### config.mk
export PLATFORM = sky130hd
export DESIGN_NAME = pcrc_top
export DESIGN_NICKNAME = d
export VERILOG_FILES = /design/src/verilog/pcrc_pkg.sv /design/src/verilog/pcrc_top.sv
export SDC_FILE = /design/constraint.sdc
export NUM_CORES = 1
export LEC_CHECK = 0
export ABC_AREA = 1
export BUFFER_PORTS_ARGS = -buffer_cell sky130_fd_sc_hd__buf_2
export CAP_MARGIN = 20
export CORE_UTILIZATION = 57
export CTS_CLUSTER_SIZE = 16
export DETAILED_ROUTE_END_ITERATION = 6
export PLACE_DENSITY = 0.76
export SYNTH_ARGS = -nofsm -noshare
export SYNTH_HDL_FRONTEND = slang
export SYNTH_SLANG_ARGS = --single-unit
### constraint.sdc
create_clock -name clock -period 4.1 [get_ports clock]
set_clock_uncertainty 0.1 [all_clocks]
set_input_delay 0.615 -clock clock [delete_from_list [all_inputs] [get_ports clock]]
set_output_delay 0.615 -clock clock [all_outputs]
set_load 0.005 [all_outputs]
### src/verilog/pcrc_pkg.sv
package pcrc_pkg;
    // Register offsets (word index on the plain register port)
    localparam logic [3:0] ADDR_CTRL1      = 4'h0;
    localparam logic [3:0] ADDR_CTRL2      = 4'h1;
    localparam logic [3:0] ADDR_POLY_LO    = 4'h2;
    localparam logic [3:0] ADDR_POLY_HI    = 4'h3;
    localparam logic [3:0] ADDR_DATA_LO    = 4'h4;
    localparam logic [3:0] ADDR_DATA_HI    = 4'h5;
    localparam logic [3:0] ADDR_RESULT_LO  = 4'h6;
    localparam logic [3:0] ADDR_RESULT_HI  = 4'h7;
    localparam logic [3:0] ADDR_IRQ_STAT   = 4'h8;
    localparam logic [3:0] ADDR_IRQ_MASK   = 4'h9;
    // Control one fields
    localparam int CTL1_ENABLE_POS = 15;
    localparam int CTL1_GO_POS     = 4;
    localparam int CTL1_FULL_POS   = 7;
    localparam int CTL1_EMPTY_POS  = 6;
    localparam int CTL1_BUSY_POS   = 5;
    localparam int CTL1_VALID_WORD_COUNT_LSB  = 8;
    // Control two fields
    localparam int CTL2_POLY_LENGTH_FIELD_LSB   = 0;
    localparam int CTL2_DATA_WIDTH_FIELD_LSB = 8;
    // Depth thresholds on the width field and resulting depths
    localparam logic [4:0] DW_WIDE_MIN = 5'h10;
    localparam logic [4:0] DW_MID_MIN  = 5'h08;
    localparam logic [4:0] DEPTH_WIDE  = 5'h04;
    localparam logic [4:0] DEPTH_MID   = 5'h08;
    localparam logic [4:0] DEPTH_NARROW = 5'h10;
    localparam int FIFO_SLOTS = 16;
    // Interrupt status bits
    localparam int IRQ_DONE_POS  = 0;
    localparam int IRQ_EMPTY_POS = 1;
    localparam int IRQ_FULL_POS  = 2;
    localparam logic [15:0] RESET_WORD = 16'h0000;

    typedef struct packed {
        logic [3:0]  addr;
        logic [15:0] wdata;
        logic        wr;
        logic        rd;
    } pcrc_bus_t;
endpackage

### src/verilog/pcrc_top.sv
// Local design decisions: the strobed register port and the register addresses.
`timescale 1ns/1ns
module pcrc_top (
    input  wire logic                clock,
    input  wire logic                sys_rst,
    input  wire pcrc_pkg::pcrc_bus_t bus,
    output logic [15:0]              rdata,
    output logic                     irq
);
    typedef enum logic [1:0] {
        PCRC_IDLE  = 2'b01,
        PCRC_SHIFT = 2'b10
    } pcrc_state_t;

    pcrc_state_t state_reg;
    pcrc_state_t state_next;
    logic        enable_reg;
    logic        go_reg;
    logic [4:0]  poly_length_field_reg;
    logic [4:0]  data_width_field_reg;
    logic [31:0] poly_reg;
    logic [15:0] lo_hold_reg;
    logic [31:0] fifo_mem [pcrc_pkg::FIFO_SLOTS];
    logic [3:0]  wr_ptr_reg;
    logic [3:0]  rd_ptr_reg;
    logic [4:0]  count_reg;
    logic [31:0] buf_reg;
    logic [5:0]  bits_left_reg;
    logic [31:0] crc_reg;
    logic [2:0]  stat_reg;
    logic [2:0]  mask_reg;
    logic [15:0] rdata_reg;

    // Width and depth decode
    wire  [5:0]  width_bits = {1'b0, data_width_field_reg} + 6'h01;
    wire  [4:0]  depth = (data_width_field_reg >= pcrc_pkg::DW_WIDE_MIN) ? pcrc_pkg::DEPTH_WIDE :
                         (data_width_field_reg >= pcrc_pkg::DW_MID_MIN) ? pcrc_pkg::DEPTH_MID :
                         pcrc_pkg::DEPTH_NARROW;
    wire         fifo_full  = (count_reg == depth);
    wire         fifo_empty = (count_reg == 5'h00);
    wire         top_in_high = (data_width_field_reg >= pcrc_pkg::DW_WIDE_MIN);

    // Bus decode
    wire         wr_ctrl1 = bus.wr && (bus.addr == pcrc_pkg::ADDR_CTRL1);
    wire         wr_ctrl2 = bus.wr && (bus.addr == pcrc_pkg::ADDR_CTRL2);
    wire         wr_plo   = bus.wr && (bus.addr == pcrc_pkg::ADDR_POLY_LO);
    wire         wr_phi   = bus.wr && (bus.addr == pcrc_pkg::ADDR_POLY_HI);
    wire         wr_dlo   = bus.wr && (bus.addr == pcrc_pkg::ADDR_DATA_LO) && !fifo_full;
    wire         wr_dhi   = bus.wr && (bus.addr == pcrc_pkg::ADDR_DATA_HI) && !fifo_full;
    wire         wr_stat  = bus.wr && (bus.addr == pcrc_pkg::ADDR_IRQ_STAT);
    wire         wr_mask  = bus.wr && (bus.addr == pcrc_pkg::ADDR_IRQ_MASK);
    // Word completes on the half that holds the top data bit
    wire         push = enable_reg && (top_in_high ? wr_dhi : wr_dlo);
    wire  [31:0] push_word = top_in_high ? {bus.wdata, lo_hold_reg} : {16'h0000, bus.wdata};
    wire  [31:0] width_mask = 32'hffffffff >> (6'd32 - width_bits);
    wire         pop = enable_reg && (state_reg == PCRC_IDLE) && go_reg && !fifo_empty;
    wire         shifting = (state_reg == PCRC_SHIFT);
    wire         last_step = shifting && (bits_left_reg <= 6'h02);
    wire         done_ev = last_step && fifo_empty;

    // Full polynomial: registers plus forced zero and top terms
    wire  [32:0] poly_full = {1'b0, poly_reg | 32'h00000001}
                             | (33'h1 << ({1'b0, poly_length_field_reg} + 6'h01));
    wire  [32:0] order_bit = 33'h1 << ({1'b0, poly_length_field_reg} + 6'h01);

    // One bit of the LFSR, MSB first; result kept below the order bit
    function automatic logic [31:0] crc_step(input logic [31:0] crc, input logic din,
                                             input logic [32:0] poly, input logic [32:0] top);
        logic [32:0] wide;
        logic        fb;
        wide = {1'b0, crc} << 1;
        fb   = ((|(wide & top)) ^ din);
        wide = wide & ~top;
        if (fb) begin
            // Terms at or above the order have no engine bit, so they are dropped
            wide = wide ^ (poly & (top - 33'h1));
        end
        crc_step = wide[31:0];
    endfunction

    wire  [5:0]  msb_idx  = bits_left_reg - 6'h01;
    wire         bit_a    = buf_reg[msb_idx[4:0]];
    wire         bit_b    = (bits_left_reg >= 6'h02) ? buf_reg[5'(msb_idx - 6'h01)] : 1'b0;
    wire  [31:0] crc_one  = crc_step(crc_reg, bit_a, poly_full, order_bit);
    wire  [31:0] crc_two  = (bits_left_reg >= 6'h02) ? crc_step(crc_one, bit_b, poly_full, order_bit) : crc_one;

    // Shift engine sequencing
    always_comb begin
        state_next = state_reg;
        unique case (state_reg)
            PCRC_IDLE: begin
                if (pop) begin
                    state_next = PCRC_SHIFT;
                end
            end
            PCRC_SHIFT: begin
                if (!enable_reg || (last_step && !(go_reg && !fifo_empty))) begin
                    state_next = PCRC_IDLE;
                end
            end
            default: state_next = PCRC_IDLE;
        endcase
    end

    // Configuration registers
    always_ff @(posedge clock) begin
        if (sys_rst) begin
            enable_reg <= 1'b0;
            go_reg     <= 1'b0;
            poly_length_field_reg   <= 5'h00;
            data_width_field_reg <= 5'h00;
            poly_reg   <= 32'h00000000;
            mask_reg   <= 3'h0;
        end else begin
            if (wr_ctrl1) begin
                enable_reg <= bus.wdata[pcrc_pkg::CTL1_ENABLE_POS];
                go_reg     <= bus.wdata[pcrc_pkg::CTL1_GO_POS];
            end
            if (wr_ctrl2) begin
                poly_length_field_reg   <= bus.wdata[pcrc_pkg::CTL2_POLY_LENGTH_FIELD_LSB +: 5];
                data_width_field_reg <= bus.wdata[pcrc_pkg::CTL2_DATA_WIDTH_FIELD_LSB +: 5];
            end
            if (wr_plo) begin
                poly_reg[15:0] <= bus.wdata;
            end
            if (wr_phi) begin
                poly_reg[31:16] <= bus.wdata;
            end
            if (wr_mask) begin
                mask_reg <= bus.wdata[2:0];
            end
        end
    end

    // FIFO storage; narrow words are masked to the width on entry
    always_ff @(posedge clock) begin
        if (wr_dlo) begin
            lo_hold_reg <= bus.wdata;
        end
        if (push) begin
            fifo_mem[wr_ptr_reg] <= push_word & width_mask;
        end
    end

    // Pointers and valid-word count; disable clears them
    always_ff @(posedge clock) begin
        if (sys_rst || !enable_reg) begin
            wr_ptr_reg <= 4'h0;
            rd_ptr_reg <= 4'h0;
            count_reg  <= 5'h00;
        end else begin
            if (push) begin
                wr_ptr_reg <= (wr_ptr_reg + 4'h1) & 4'(depth - 5'h01);
            end
            if (pop || (last_step && go_reg && !fifo_empty)) begin
                rd_ptr_reg <= (rd_ptr_reg + 4'h1) & 4'(depth - 5'h01);
            end
            count_reg <= count_reg + 5'(push) - 5'(pop || (last_step && go_reg && !fifo_empty));
        end
    end

    // Buffer, shift and remainder
    always_ff @(posedge clock) begin
        if (sys_rst) begin
            state_reg     <= PCRC_IDLE;
            buf_reg       <= 32'h00000000;
            bits_left_reg <= 6'h00;
            crc_reg       <= 32'h00000000;
        end else begin
            state_reg <= state_next;
            if (pop || (last_step && go_reg && !fifo_empty && enable_reg)) begin
                buf_reg       <= fifo_mem[rd_ptr_reg];
                bits_left_reg <= width_bits;
            end else if (shifting) begin
                bits_left_reg <= (bits_left_reg >= 6'h02) ? bits_left_reg - 6'h02 : 6'h00;
            end
            // A new setup restarts the remainder even mid-shift, so no stale high bits survive
            if (wr_ctrl2) begin
                crc_reg <= 32'h00000000;
            end else if (shifting) begin
                crc_reg <= crc_two;
            end
        end
    end

    // Sticky status; a new event beats a clear in the same cycle
    // Full event on the push that fills, empty event on the take that drains
    wire       take     = enable_reg && (pop || (last_step && go_reg && !fifo_empty));
    wire       full_ev  = push && !take && (count_reg == 5'(depth - 5'h01));
    wire       empty_ev = take && !push && (count_reg == 5'h01);
    wire [2:0] events   = {full_ev, empty_ev, done_ev};
    always_ff @(posedge clock) begin
        if (sys_rst) begin
            stat_reg <= 3'h0;
        end else begin
            stat_reg <= (stat_reg & ~(wr_stat ? bus.wdata[2:0] : 3'h0)) | events;
        end
    end
    assign irq = |(stat_reg & mask_reg);

    // Read mux; data one cycle after the strobe
    wire [15:0] ctrl1_rd = ({15'h0000, enable_reg} << pcrc_pkg::CTL1_ENABLE_POS)
                         | ({11'h000, count_reg} << pcrc_pkg::CTL1_VALID_WORD_COUNT_LSB)
                         | ({15'h0000, fifo_full} << pcrc_pkg::CTL1_FULL_POS)
                         | ({15'h0000, fifo_empty} << pcrc_pkg::CTL1_EMPTY_POS)
                         | ({15'h0000, shifting} << pcrc_pkg::CTL1_BUSY_POS)
                         | ({15'h0000, go_reg} << pcrc_pkg::CTL1_GO_POS);
    wire [15:0] rd_mux =
        (bus.addr == pcrc_pkg::ADDR_CTRL1)     ? ctrl1_rd :
        (bus.addr == pcrc_pkg::ADDR_CTRL2)     ? {3'h0, data_width_field_reg, 3'h0, poly_length_field_reg} :
        (bus.addr == pcrc_pkg::ADDR_POLY_LO)   ? poly_reg[15:0] :
        (bus.addr == pcrc_pkg::ADDR_POLY_HI)   ? poly_reg[31:16] :
        (bus.addr == pcrc_pkg::ADDR_RESULT_LO) ? crc_reg[15:0] :
        (bus.addr == pcrc_pkg::ADDR_RESULT_HI) ? crc_reg[31:16] :
        (bus.addr == pcrc_pkg::ADDR_IRQ_STAT)  ? {13'h0000, stat_reg} :
        (bus.addr == pcrc_pkg::ADDR_IRQ_MASK)  ? {13'h0000, mask_reg} :
        pcrc_pkg::RESET_WORD;
    always_ff @(posedge clock) begin
        if (sys_rst) begin
            rdata_reg <= pcrc_pkg::RESET_WORD;
        end else begin
            rdata_reg <= bus.rd ? rd_mux : pcrc_pkg::RESET_WORD;
        end
    end
    assign rdata = rdata_reg;

    // Checks
    // They watch the engine's own state; the bus is only assumed to follow
    // the one-cycle strobe discipline of the plain register port
    property p_count_clear;
        @(posedge clock) disable iff (sys_rst) !enable_reg |=> count_reg == 5'h00;
    endproperty
    a_count_clear: assert property (p_count_clear) else $error("count not cleared");
    // A full FIFO must refuse the push, never wrap over the oldest word
    property p_full_flag;
        @(posedge clock) disable iff (sys_rst) fifo_full |-> !push;
    endproperty
    a_full_flag: assert property (p_full_flag) else $error("push while full");
    property p_no_over;
        @(posedge clock) disable iff (sys_rst) count_reg <= depth;
    endproperty
    a_no_over: assert property (p_no_over) else $error("fifo overflow");
    property p_push_inc;
        @(posedge clock) disable iff (sys_rst) push && !pop && !shifting |=> count_reg == $past(count_reg) + 5'h01;
    endproperty
    a_push_inc: assert property (p_push_inc) else $error("count did not increment");
    property p_start;
        @(posedge clock) disable iff (sys_rst) pop |=> shifting && bits_left_reg == width_bits;
    endproperty
    a_start: assert property (p_start) else $error("shift did not start");
    property p_two_bits;
        @(posedge clock) disable iff (sys_rst)
            shifting && enable_reg && bits_left_reg > 6'h02 |=> bits_left_reg == $past(bits_left_reg) - 6'h02;
    endproperty
    a_two_bits: assert property (p_two_bits) else $error("not two bits per cycle");
    property p_idle_nogo;
        @(posedge clock) disable iff (sys_rst) !shifting && !go_reg |=> !shifting;
    endproperty
    a_idle_nogo: assert property (p_idle_nogo) else $error("shift without go");
    // Set wins over a clear of the same bit in the same cycle
    property p_irq;
        @(posedge clock) disable iff (sys_rst) done_ev |=> stat_reg[pcrc_pkg::IRQ_DONE_POS];
    endproperty
    a_irq: assert property (p_irq) else $error("done status not set");
    property p_crc_hold;
        @(posedge clock) disable iff (sys_rst) !shifting && !wr_ctrl2 |=> crc_reg == $past(crc_reg);
    endproperty
    a_crc_hold: assert property (p_crc_hold) else $error("result changed while idle");

    // Disable stops the engine at once
    property p_disable_idle;
        @(posedge clock) disable iff (sys_rst) !enable_reg |=> !shifting;
    endproperty
    a_disable_idle: assert property (p_disable_idle) else $error("shifting while disabled");

    // Disable empties the FIFO by rewinding both pointers
    property p_ptr_clear;
        @(posedge clock) disable iff (sys_rst) !enable_reg |=> wr_ptr_reg == 4'h0 && rd_ptr_reg == 4'h0;
    endproperty
    a_ptr_clear: assert property (p_ptr_clear) else $error("pointers not cleared");

    // Each word moved into the buffer takes one off the count
    property p_pop_dec;
        @(posedge clock) disable iff (sys_rst) take && !push |=> count_reg == $past(count_reg) - 5'h01;
    endproperty
    a_pop_dec: assert property (p_pop_dec) else $error("count did not decrement");

    // Back-to-back words reload the buffer with no idle cycle
    property p_reload;
        @(posedge clock) disable iff (sys_rst)
            enable_reg && last_step && go_reg && !fifo_empty |=> bits_left_reg == $past(width_bits);
    endproperty
    a_reload: assert property (p_reload) else $error("buffer not reloaded");

    // Read data stand only in the cycle after the strobe
    property p_rdata_idle;
        @(posedge clock) disable iff (sys_rst) !bus.rd |=> rdata == pcrc_pkg::RESET_WORD;
    endproperty
    a_rdata_idle: assert property (p_rdata_idle) else $error("read data without strobe");

    // The remainder never holds a bit at or above the order
    property p_order_clean;
        @(posedge clock) disable iff (sys_rst) (({1'b0, crc_reg} & ~(order_bit - 33'h1)) == 33'h0);
    endproperty
    a_order_clean: assert property (p_order_clean) else $error("remainder above order");

    // Draining the last word raises the empty status
    property p_empty_status;
        @(posedge clock) disable iff (sys_rst) empty_ev |=> stat_reg[pcrc_pkg::IRQ_EMPTY_POS];
    endproperty
    a_empty_status: assert property (p_empty_status) else $error("empty status not set");

    // Filling the FIFO raises the full status
    property p_full_status;
        @(posedge clock) disable iff (sys_rst) full_ev |=> stat_reg[pcrc_pkg::IRQ_FULL_POS];
    endproperty
    a_full_status: assert property (p_full_status) else $error("full status not set");

    // Writing a one clears the status bit when no new event comes
    property p_clear_one;
        @(posedge clock) disable iff (sys_rst)
            wr_stat && bus.wdata[pcrc_pkg::IRQ_DONE_POS] && !done_ev |=> !stat_reg[pcrc_pkg::IRQ_DONE_POS];
    endproperty
    a_clear_one: assert property (p_clear_one) else $error("status not cleared");

    // Main scenarios
    c_reload: cover property (@(posedge clock) enable_reg && last_step && go_reg && !fifo_empty);
    c_irq: cover property (@(posedge clock) irq);
    c_push: cover property (@(posedge clock) push);
    c_full: cover property (@(posedge clock) fifo_full && enable_reg);
    c_done: cover property (@(posedge clock) done_ev);
endmodule

# Word level (Yosys, flattened, before mapping)
# Memory sizes are Yosys's and may differ from the RTL's. A register that Yosys moved wholly into a read port is not among the register bits.
# Cells that the tools add are included.
totals:
  ff_bits: 135
  ramBits: 512
  input_bits: 24
  out_inout_bits: 17
  wordCells: 151
  n_memories: 1
op_classes:
  add_sub_neg: 12
  n_lt_le_gt_ge: 6
  eq_ne: 16
  n_shift: 2
  muxes: 29
  bitwise: 24
  n_reduce_logical: 45
mem_list:
  columns: ["name", "depth", "word_bits", "read_ports", "rd_ports_with_merged_regs", "wr", "line", "source"]
  rows:
  - ["fifo_mem", 16, 32, 1, 1, 1, "pcrc_top.sv:23", "logic [31:0] fifo_mem [pcrc_pkg::FIFO_SLOTS];"]
op_table:
  columns: ["cell", "count"]
  rows:
  - ["$and A32 B32 Y32", 4]
  - ["$mux W32", 4]
  - ["$mux W16", 6]
  - ["$and A33 B33 Y33", 2]
  - ["$reduce_or A33 Y1", 2]
  - ["$xor A32 B32 Y32", 2]
  - ["$shl A1 B6 Y33 const A", 1]
  - ["$not A32 Y32", 1]
  - ["$or A32 B32 Y32", 1]
  - ["$shr A32 B6 Y32 const A", 1]
  - ["$sub A32 B1 Y32 const B", 1]
  - ["$logic_and A1 B1 Y1", 26]
  - ["$mux W6", 3]
  - ["$eq A4 B3 Y1 const B", 4]
  - ["$or A16 B13 Y16", 1]
  - ["$or A16 B5 Y16", 1]
  - ["$or A16 B6 Y16", 1]
  - ["$or A16 B7 Y16", 1]
  - ["$or A16 B8 Y16", 1]
  - ["$sub A5 B1 Y5 const B", 3]
  - ["$add A5 B1 Y6 const B", 2]
  - ["$lt A5 B6 Y1 const B", 2]
  - ["$bmux W1 S5", 2]
  - ["$eq A5 B5 Y1", 2]
  - ["other kinds (36)", 60]

# Longest topological paths before layout
# Gate-level depths: netlist of run 1.
depth:
  ltp_word: 12
  depth_mapped: 32
  ltp_nobuf: 27

# Least setup slack after synthesis of run 1
# Ideal clock, no wire load.
synth_path:
  path_type: "input to register"
  start: "input port bus[18] in the netlist's numbering"
  end: "memory fifo_mem[15][0] (enable)"
  setup_time_ns: 0.421
  arrival_ns: 3.913
  t_required_ns: 3.579
  setup_slack_ns: -0.334
  stages: 12
  path_buffers: 1
  path_cell_list: "clkbuf_1 > nor2_1 > nand3_1 > nor2_1 > nand2_1 > nand2_1 > nand2_1 > inv_1 > nand2_1 > nor2_1 > inv_1 > nor2_1"
synth_between:
  elab_chain_len: 7
  elab_cells_between_ends: 10
  cone_classes: "eq/ne (2); mux (3); reduce/logical (5)"
synth_lines:
  columns: ["item", "line", "source"]
  rows:
  - ["start: declaration", "pcrc_top.sv:6", "input wire pcrc_pkg::pcrc_bus_t bus,"]
  - ["$eq A4 B3 Y1", "pcrc_top.sv:48", "wire wr_dlo = bus.wr && (bus.addr == pcrc_pkg::ADDR_DATA_LO) && !fifo_full;"]
  - ["$logic_and A1 B1 Y1 (2 in series)", "pcrc_top.sv:48", null]
  - ["net wr_dlo", "pcrc_top.sv:48", null]
  - ["$mux W1", "pcrc_top.sv:53", "wire push = enable_reg && (top_in_high ? wr_dhi : wr_dlo);"]
  - ["$logic_and A1 B1 Y1", "pcrc_top.sv:53", null]
  - ["$mux W1", "pcrc_top.sv:140", "if (push) begin"]
  - ["$mux W1 (not written as such)", "pcrc_top.sv:141", "fifo_mem[wr_ptr_reg] <= push_word & width_mask;"]
  - ["end: declaration", "pcrc_top.sv:23", null]
# The timed path passes the listed nets, and every way through them passes these cells.

# Final worst setup path of run 1
layout_path:
  start: "register poly_length_field_reg[2]"
  end: "register crc_reg[21]"
layout_between:
  elab_chain_len: 11
  elab_cells_between_ends: 19
  cone_classes: "add/sub (2); shift (1); mux (3); bitwise (11); reduce/logical (2)"
layout_lines:
  columns: ["item", "line", "source"]
  rows:
  - ["start: declaration", "pcrc_top.sv:19", "logic [4:0] poly_length_field_reg;"]
  - ["start signal: assignment", "pcrc_top.sv:120", "poly_length_field_reg <= bus.wdata[pcrc_pkg::CTL2_POLY_LENGTH_FIELD_LSB +: 5];"]
  - ["$add A5 B1 Y6 *", "pcrc_top.sv:63, pcrc_top.sv:64", null]
  - ["$shl A1 B6 Y33 *", "pcrc_top.sv:64", "wire [32:0] order_bit = 33'h1 << ({1'b0, poly_length_field_reg} + 6'h01);"]
  - ["$sub A32 B1 Y32, or another cell as far along", "pcrc_top.sv:76", "wide = wide ^ (poly & (top - 33'h1));"]
  - ["$and A32 B32 Y32, or another cell as far along", "pcrc_top.sv:76", null]
  - ["$xor A32 B32 Y32 / $xor A1 B1 Y1 (equally long branches)", "pcrc_top.sv:76, pcrc_top.sv:72", null]
  - ["$mux W32", "pcrc_top.sv:74", "if (fb) begin"]
  - ["$and A33 B33 Y33", "pcrc_top.sv:72", "fb = ((|(wide & top)) ^ din);"]
  - ["$reduce_or A33 Y1", "pcrc_top.sv:72", null]
  - ["$xor A1 B1 Y1", "pcrc_top.sv:72", null]
  - ["$mux W32", "pcrc_top.sv:74", null]
  - ["$mux W32 *", "pcrc_top.sv:85", "wire [31:0] crc_two = (bits_left_reg >= 6'h02) ? crc_step(crc_one, bit_b, poly_full, order_bit) : crc_one;"]
  - ["end signal: assignment", "pcrc_top.sv:181", "crc_reg <= crc_two;"]
  - ["end: declaration", "pcrc_top.sv:29", "logic [31:0] crc_reg;"]
# Every way passes the cells marked *; elsewhere a longest branch is shown, timed or not.
# A chain may end at the register's enable or synchronous reset.

==> results of run 1 <==
power by group through the flow:
stage	registers (mW)	clock network, mW	logic [mW]
finish	7.37	6.65	0.284
global placement	7.51	0	0.268
global route	7.36	6.94	0.302
detailed placement	7.51	0	0.272
floorplan	7.51	0	0.148
CTS	7.37	6.69	0.273
kinds of logic after synthesis:
| logic type | Yosys count | share of synthesized area, % |
|---|---|---|
| XOR/XNOR | 63 | 1.713 |
| adder cells (fa/ha/maj) | 23 | 0.9166 |
| flip-flops | 679 | 58.60 |
| multiplexers | 130 | 4.039 |
| other | 1 | 0.01164 |
| buffers and inverters | 532 | 6.463 |
| AND/OR/NAND/NOR | 1013 | 13.71 |
| AO/OA/AOI/OAI | 815 | 14.54 |
layout by cell type (no fill, tap or decap), types with 4 or more instances in the layout:
cell       count
edfxtp_1     528
nand2_1      469
inv_1        335
o21ai_0      277
a21oi_1      272
nand3_1      248
nor2_1       167
buf_4        164
dfxtp_1      144
o211ai_1     138
mux2i_1      130
clkbuf_16     73
buf_2         41
nand4_1       36
xor2_1        35
a31oi_1       33
clkbuf_1      28
xnor2_1       27
a221oi_1      27
nor2_4        24
o22ai_1       22
ha_1          21
nor2_2        18
buf_12        16
o21ai_1       15
inv_2         14
nor3_1        12
a211oi_1      12
nand2_2       12
clkinv_1      11
o221ai_1      10
clkinv_2       9
bufinv_16      6
nor3b_1        5
dfxtp_2        5
nor4_1         4
nand3_2        4
per-stage QoR:
stage	power [mW]	util, %
CTS	14.32	66.20
floorplan	7.658	-
detailed placement	7.784	61.86
global placement	7.780	61.86
finish	14.30	66.59
global route	14.60	66.58
metal layers:
| metal | global-route usage [%] | share of wire, % | vias to the layer above |
|---|---|---|---|
| met1 | 46.90 | 39 | 12630 |
| met5 | 0 | 0.013 | - |
| li1 | - | - | 11770 |
| met2 | 56.84 | 47 | 1462 |
| met3 | 6.684 | 9.1 | 303 |
| met4 | 18.10 | 5.0 | 2 |
final cells by class:
type                    count  share of cell area [%]
inverters                 358                   3.665
multi-input cells        2046                   31.26
clock buffers             104                   5.347
diodes                      2                 0.01356
repair buffers            222                   4.801
flip-flops and latches    679                   51.20
clock inverters            30                   1.180
well taps                 748                   2.536
worst register-to-register path: stages (launching register included):
cell        delay [ns]
dfxtp_2           0.41
clkinvlp_4        0.23
nand3_1           0.18
nor2_1            0.12
nand3_1           0.09
nand2_1           0.07
nor2_2            0.25
nand2_1           0.09
nor2_1            0.21
nand3_2           0.14
nand2_4           0.14
buf_4             0.18
nand2_8           0.14
nand2_1           0.09
nand2_1           0.06
nor2_1            0.12
nand2_1           0.13
nor2_2            0.20
nand2_1           0.11
nand2_2           0.07
nand2_1           0.14
buf_4             0.23
nand2_1           0.08
nand2_1           0.04
a21oi_1           0.13
nor2_1            0.07
final timing paths:
kind	start	depth (start not counted)	slack (ns)	to
setup / recovery	poly_length_field_reg[2]$_SDFFE_PP0P_	25	0.14	crc_reg[21]$_SDFFE_PP0P_
hold / removal	bus[11]	1	0.17	lo_hold_reg[9]$_DFFE_PP_
setup reg to reg	poly_length_field_reg[2]$_SDFFE_PP0P_	25	0.14	crc_reg[21]$_SDFFE_PP0P_
hold reg to reg	stat_reg[0]$_SDFF_PP0_	2	0.38	stat_reg[0]$_SDFF_PP0_
repair_timing:
item | CTS | global route
resized for setup | 0 | 35
hold buffers | 0 | 0
endpoints found under the setup margin | 0 | 53
setup buffers | 0 | 8
==> flow_summary.toml, run 1 <==
[synthesis]
syn-cell-area_mm2 = 0.03222
yosysWarningCount = 0
netlist_top_cells_count = "edfxtp_1, nand2_1, inv_1"
syn-num-nets = 3303
synth.lib_cells_used.distinct = 47
synth.area.top_cells = "edfxtp_1, dfxtp_1, nand2_1"
async_reset_ff_share_pct = 0
cell_with_the_most_instances_after_synthesis = "edfxtp_1"
synth_seq_cells = 679
ys_dominant_reg_cell = "edfxtp_1"
netlist.top_cell.by_area = "edfxtp_1"
avgSynthCellArea_um2 = 9.894
synth.yosys.seq_area_share_pct = 58.60
post_synth_edffs = 528
netlist_instances = 3256
synth_top_cell_area_share_pct = 49.22

[critical_path]
critical_path.max_stage_delay_ns = 0.41
type_of_element_launching_the_critical_path = "register"
sum_of_buffers_and_inverters_on_the_critical_path = 3
setup.worst_path.end_class = "register"
arrival_ns = 4.36
cp_data_required_time_ns = 4.51
crit_family = "simple AND/OR/NAND/NOR gates"
timing.critical_path.fanout_max = 15
timing_worst_setup_path_type = "reg2reg"
timing.critical_path.mode_cell = "nand2_1"
cpMaxStageDelayCell = "dfxtp_2"

[global_route]
overflow = 0
global_route_wire_length_before_repair_um = 151700
initial_antenna_violation_count = 3
grt_use_total_pct = 35.73
via_count_of_the_first_global_routing_pass = 24880
grt_max_degree = 93

[die]
num_io_pins = 41
chipHeight_um = 239.7
initial_utilization_pct = 58.14
die_x_um = 239.7
core_region_area_mm2 = 0.05542
die-area_mm2 = 0.05747
fp-row-count = 86

[placement]
dpl-instance-area_mm2 = 0.03428
gpl.final_weighted_congestion = 1.008
placed_cells = 4044
detailedPlacementHpwl_um = 67360
dp_slack_ns = 0.05991
placement.io_buffers = 40

[finish]
largest_reg_flops = 512
area_delta_synth_final_pct = 14.54
share_of_cells_above_drive_strength_1_pct = 12.30
largest-register = "fifo_mem"
sequential_standard_cell_area_mm2 = 0.01889
fillerInstances = 4262
final_area_mm2 = 0.03690
multiInputGateArea_mm2 = 0.01153
post_layout_nonfiller_instances = 4189
nNetsFinal = 3426

[timing]
max-slew-margin-rel_pct = 32.10
hold_ws_ns = 0.1687
layout_min_cycle_time_ns = 3.956
fin_ws_ns = 0.1438
max_slew.worst_pin.slew_ns = 1.019
clock.fmax_mhz = 252.8
final.period_utilization_pct = 96.49
slew_viol_final = 0
timing.final.hold_violations = 0
setup-violations-final = 0
setup_tns_ns = 0

[pwr]
worst_ir_drop_vdd_mv = 0.3968
total_power_per_unit_cell_area_mw_per_mm2 = 387.5
clock_share_of_power_pct = 46.5
power.share.sequential_pct = 51.5
pwr-share-comb_pct = 2.0
power.net_switching_mw = 3.063
power_switching_share_pct = 21.42
intPower_mw = 11.24
static-leakage-power_nw = 13.79

[hold_path]
hp-class = "in2reg"

[clocking]
cts_tree = "yes"
cts_inserted_buffers = 72
clkTransAtPathRegs_ns = 0.07
clock_latency_ns = 0.64
cts_max_level = 3
cts-root-buf = "clkbuf_16"
ctsLongestPathBuffers = 3
clock-sinks = 679

[routing]
routed-via-count = 26170
post-route-drc-count = 0
count_of_nets_left_with_antenna_violations_after_detail_routing = 0
drc_marker_count_from_the_first_detailed_route_iteration = 3152
route.final.wire_length_um = 102800
detailedRoute.firstPassIterationCount = 5
wl_per_cell_um = 24.54
viasPerCell = 6.247

[run]
max-cap-violations = 0

[status]
status = "finished clean"
No activity file was read; power rests on OpenSTA's default activity.
==> inputs of run 2 (changes only) <==
- BUFFER_PORTS_ARGS: -buffer_cell sky130_fd_sc_hd__buf_2 -> unset
- CORE_UTILIZATION: 57 -> 58
- DONT_BUFFER_PORTS: unset -> 1
==> run 2 against run 1 <==
  * The run now ends with DRC left
  * Register-to-register slack better by 0.06 ns
  * Combinational power about the same
  * Count of clock-buffer cells in the layout down 4
  * Cell area up 0.14%
  * Clock power down 8.3%
  * Via count down 0.14%
  * Die area down 1.7%
==> flow_summary.toml, run 2 (synthesized netlist as in run 1, its figures left out) <==
[finish]
most_common_cell_after_layout_fill_and_taps_aside = "edfxtp_1"
share_of_cells_above_drive_strength_1_pct = 11.85
commonest_cells_after_routing_fill_and_taps_aside = "edfxtp_1, nand2_1, inv_1, o21ai_0, a21oi_1"
largest-register = "fifo_mem"
largest_reg_flops = 512
nNetsFinal = 3436
area_delta_synth_final_pct = 14.70
final_core_util_pct = 67.20

[timing]
timing.final.hold_violations = 0
max-slew-margin-rel_pct = 23.20
clock.fmax_mhz = 256.4
slew_viol_final = 0
fin_ws_ns = 0.1998
hold_ws_ns = 0.03812
layout_min_cycle_time_ns = 3.900
setup-violations-final = 0
final.period_utilization_pct = 95.13
max_slew.worst_pin.slew_ns = 1.152

[routing]
viasPerCell = 6.235
met2RoutedLength_um = 48120
routed-via-count = 26130
maxUsedRoutingLayer = "met5"
count_of_nets_left_with_antenna_violations_after_detail_routing = 0
met3_length_um = 9745
drc_marker_count_from_the_first_detailed_route_iteration = 3132
wl_per_cell_um = 24.60
detailedRoute.firstPassIterationCount = 7
route.final.wire_length_um = 103100
length_of_routed_wiring_on_met1_um = 39970
post-route-drc-count = 2

[clocking]
ctsLongestPathBuffers = 3
cts_tree = "yes"
clock-sinks = 679
cts_max_level = 3
clkTransAtPathRegs_ns = 0.06
cts-root-buf = "clkbuf_16"
clock_latency_ns = 0.63
cts_inserted_buffers = 71

[die]
chipHeight_um = 237.7
fp-row-count = 86
num_io_pins = 41
core_region_area_mm2 = 0.05499
die_x_um = 237.7
initial_utilization_pct = 58.59
die-area_mm2 = 0.05649

[hold_path]
hp-class = "in2reg"
hold_path_depth = 1

[critical_path]
rr_worst_depth = 24
timing.critical_path.fanout_max = 13
type_of_element_launching_the_critical_path = "register"
timing_worst_setup_path_type = "reg2reg"
setup.worst_path.end_class = "register"
cp_data_required_time_ns = 4.55
arrival_ns = 4.35

[global_route]
overflow = 0
global_route_wire_length_before_repair_um = 154200
via_count_of_the_first_global_routing_pass = 25080
initial_antenna_violation_count = 3
grt_use_total_pct = 36.59
grt_max_degree = 133

[status]
violated_checks = "DRC"
status = "complete, but fails checks"

[pwr]
clock_share_of_power_pct = 44.4
report.power.total_mw = 13.75
intPower_mw = 10.84
static-leakage-power_nw = 13.74
power.share.sequential_pct = 53.6
power_switching_share_pct = 21.20
pwr-share-comb_pct = 2.0
total_power_per_unit_cell_area_mw_per_mm2 = 372.2
power.net_switching_mw = 2.915
worst_ir_drop_vdd_mv = 0.6894

[placement]
gpl.final_weighted_congestion = 1.058
dp_slack_ns = -0.06673
detailedPlacementHpwl_um = 67180
placement.io_buffers = 0

[run]
max-cap-violations = 0
-- run 2: cell count changes in the layout (fill, tap and decap cells not counted), moves of 5 or more --
| cell | before | now |
|---|---|---|
| bufinv_16 | 6 | 0 |
| buf_4 | 164 | 191 |
| dlygate4sd3_1 | 0 | 16 |
| clkbuf_1 | 28 | 21 |
| buf_2 | 41 | 0 |
| buf_12 | 16 | 24 |
| clkbuf_8 | 3 | 8 |
-- run 2: path summary, 6_finish.rpt --
path | start | end | slack [ns]
worst min register to register | poly_reg[0]$_SDFFE_PP0P_ | poly_reg[0]$_SDFFE_PP0P_ | 0.37
worst max register to register | poly_length_field_reg[0]$_SDFFE_PP0P_ | crc_reg[26]$_SDFFE_PP0P_ | 0.20
worst max-delay path | poly_length_field_reg[0]$_SDFFE_PP0P_ | crc_reg[26]$_SDFFE_PP0P_ | 0.20
worst min-delay path | sys_rst | buf_reg[5]$_SDFFE_PP0N_ | 0.04
-- run 2: layer usage --
metal	vias up	global-route usage [%]
met1	12510	48.07
met5	-	0
met3	338	6.898
li1	11780	-
met4	2	18.81
met2	1496	58.11
-- run 2: timing repair --
action,in CTS,in global routing
endpoints found under the setup margin,18,32
gates cloned,0,1
endpoints found under the hold margin,45,0
resized for setup,4,23
setup buffers,0,1
pin swaps,1,4
hold buffers,17,0
-- run 2: layout make-up --
class	count	area (um^2)
Tap cell	748	935.9
Clock buffer	100	1977
Antenna cell	1	2.502
Clock inverter	26	195.2
Timing Repair Buffer	233	2100
Inverter	358	1349
Sequential cell	679	18890
Multi-Input combinational cell	2046	11500
Fill cell	4150	18030
-- run 2: critical path, stage by stage, from the launching register on --
cell and delay (ns):
dfxtp_2 0.46, nand2_1 0.14, nor2_1 0.34, nand4_1 0.35, nand2_1 0.16, nor2_1 0.06
nand2_1 0.06, nor2_1 0.05, nand3_2 0.11, nand2_4 0.11, nand2_8 0.18, buf_12 0.14
nand2_1 0.06, nand3_1 0.11, nand2_1 0.06, nor2_1 0.19, nand2_1 0.13, nor2_4 0.14
nand2_1 0.10, nand2_2 0.12, nand2_1 0.14, buf_12 0.18, o21ai_1 0.13, nand2_1 0.06
a21oi_1 0.15
-- run 2: through the flow --
| step | area, um^2 | std cells | setup TNS, ns |
|---|---|---|---|
| 6_report | 36950 | 4191 | 0 |
| 5_1_grt | 36950 | 4190 | -0.4111 |
| 4_1_cts | 36820 | 4187 | 0 |
| 3_5_place_dp | 34460 | 4044 | -0.7073 |
| 3_3_place_gp | 34460 | 4044 | -0.03248 |
| 2_1_floorplan | 32250 | 3256 | -33.84 |
-- run 2: power by group through the flow --
stage	logic, mW	clock network, mW	registers, mW
after floorplan	0.148	0	7.51
after global placement	0.236	0	7.51
after detailed placement	0.240	0	7.51
after CTS	0.269	6.14	7.37
after global routing	0.295	6.40	7.36
final	0.281	6.10	7.37
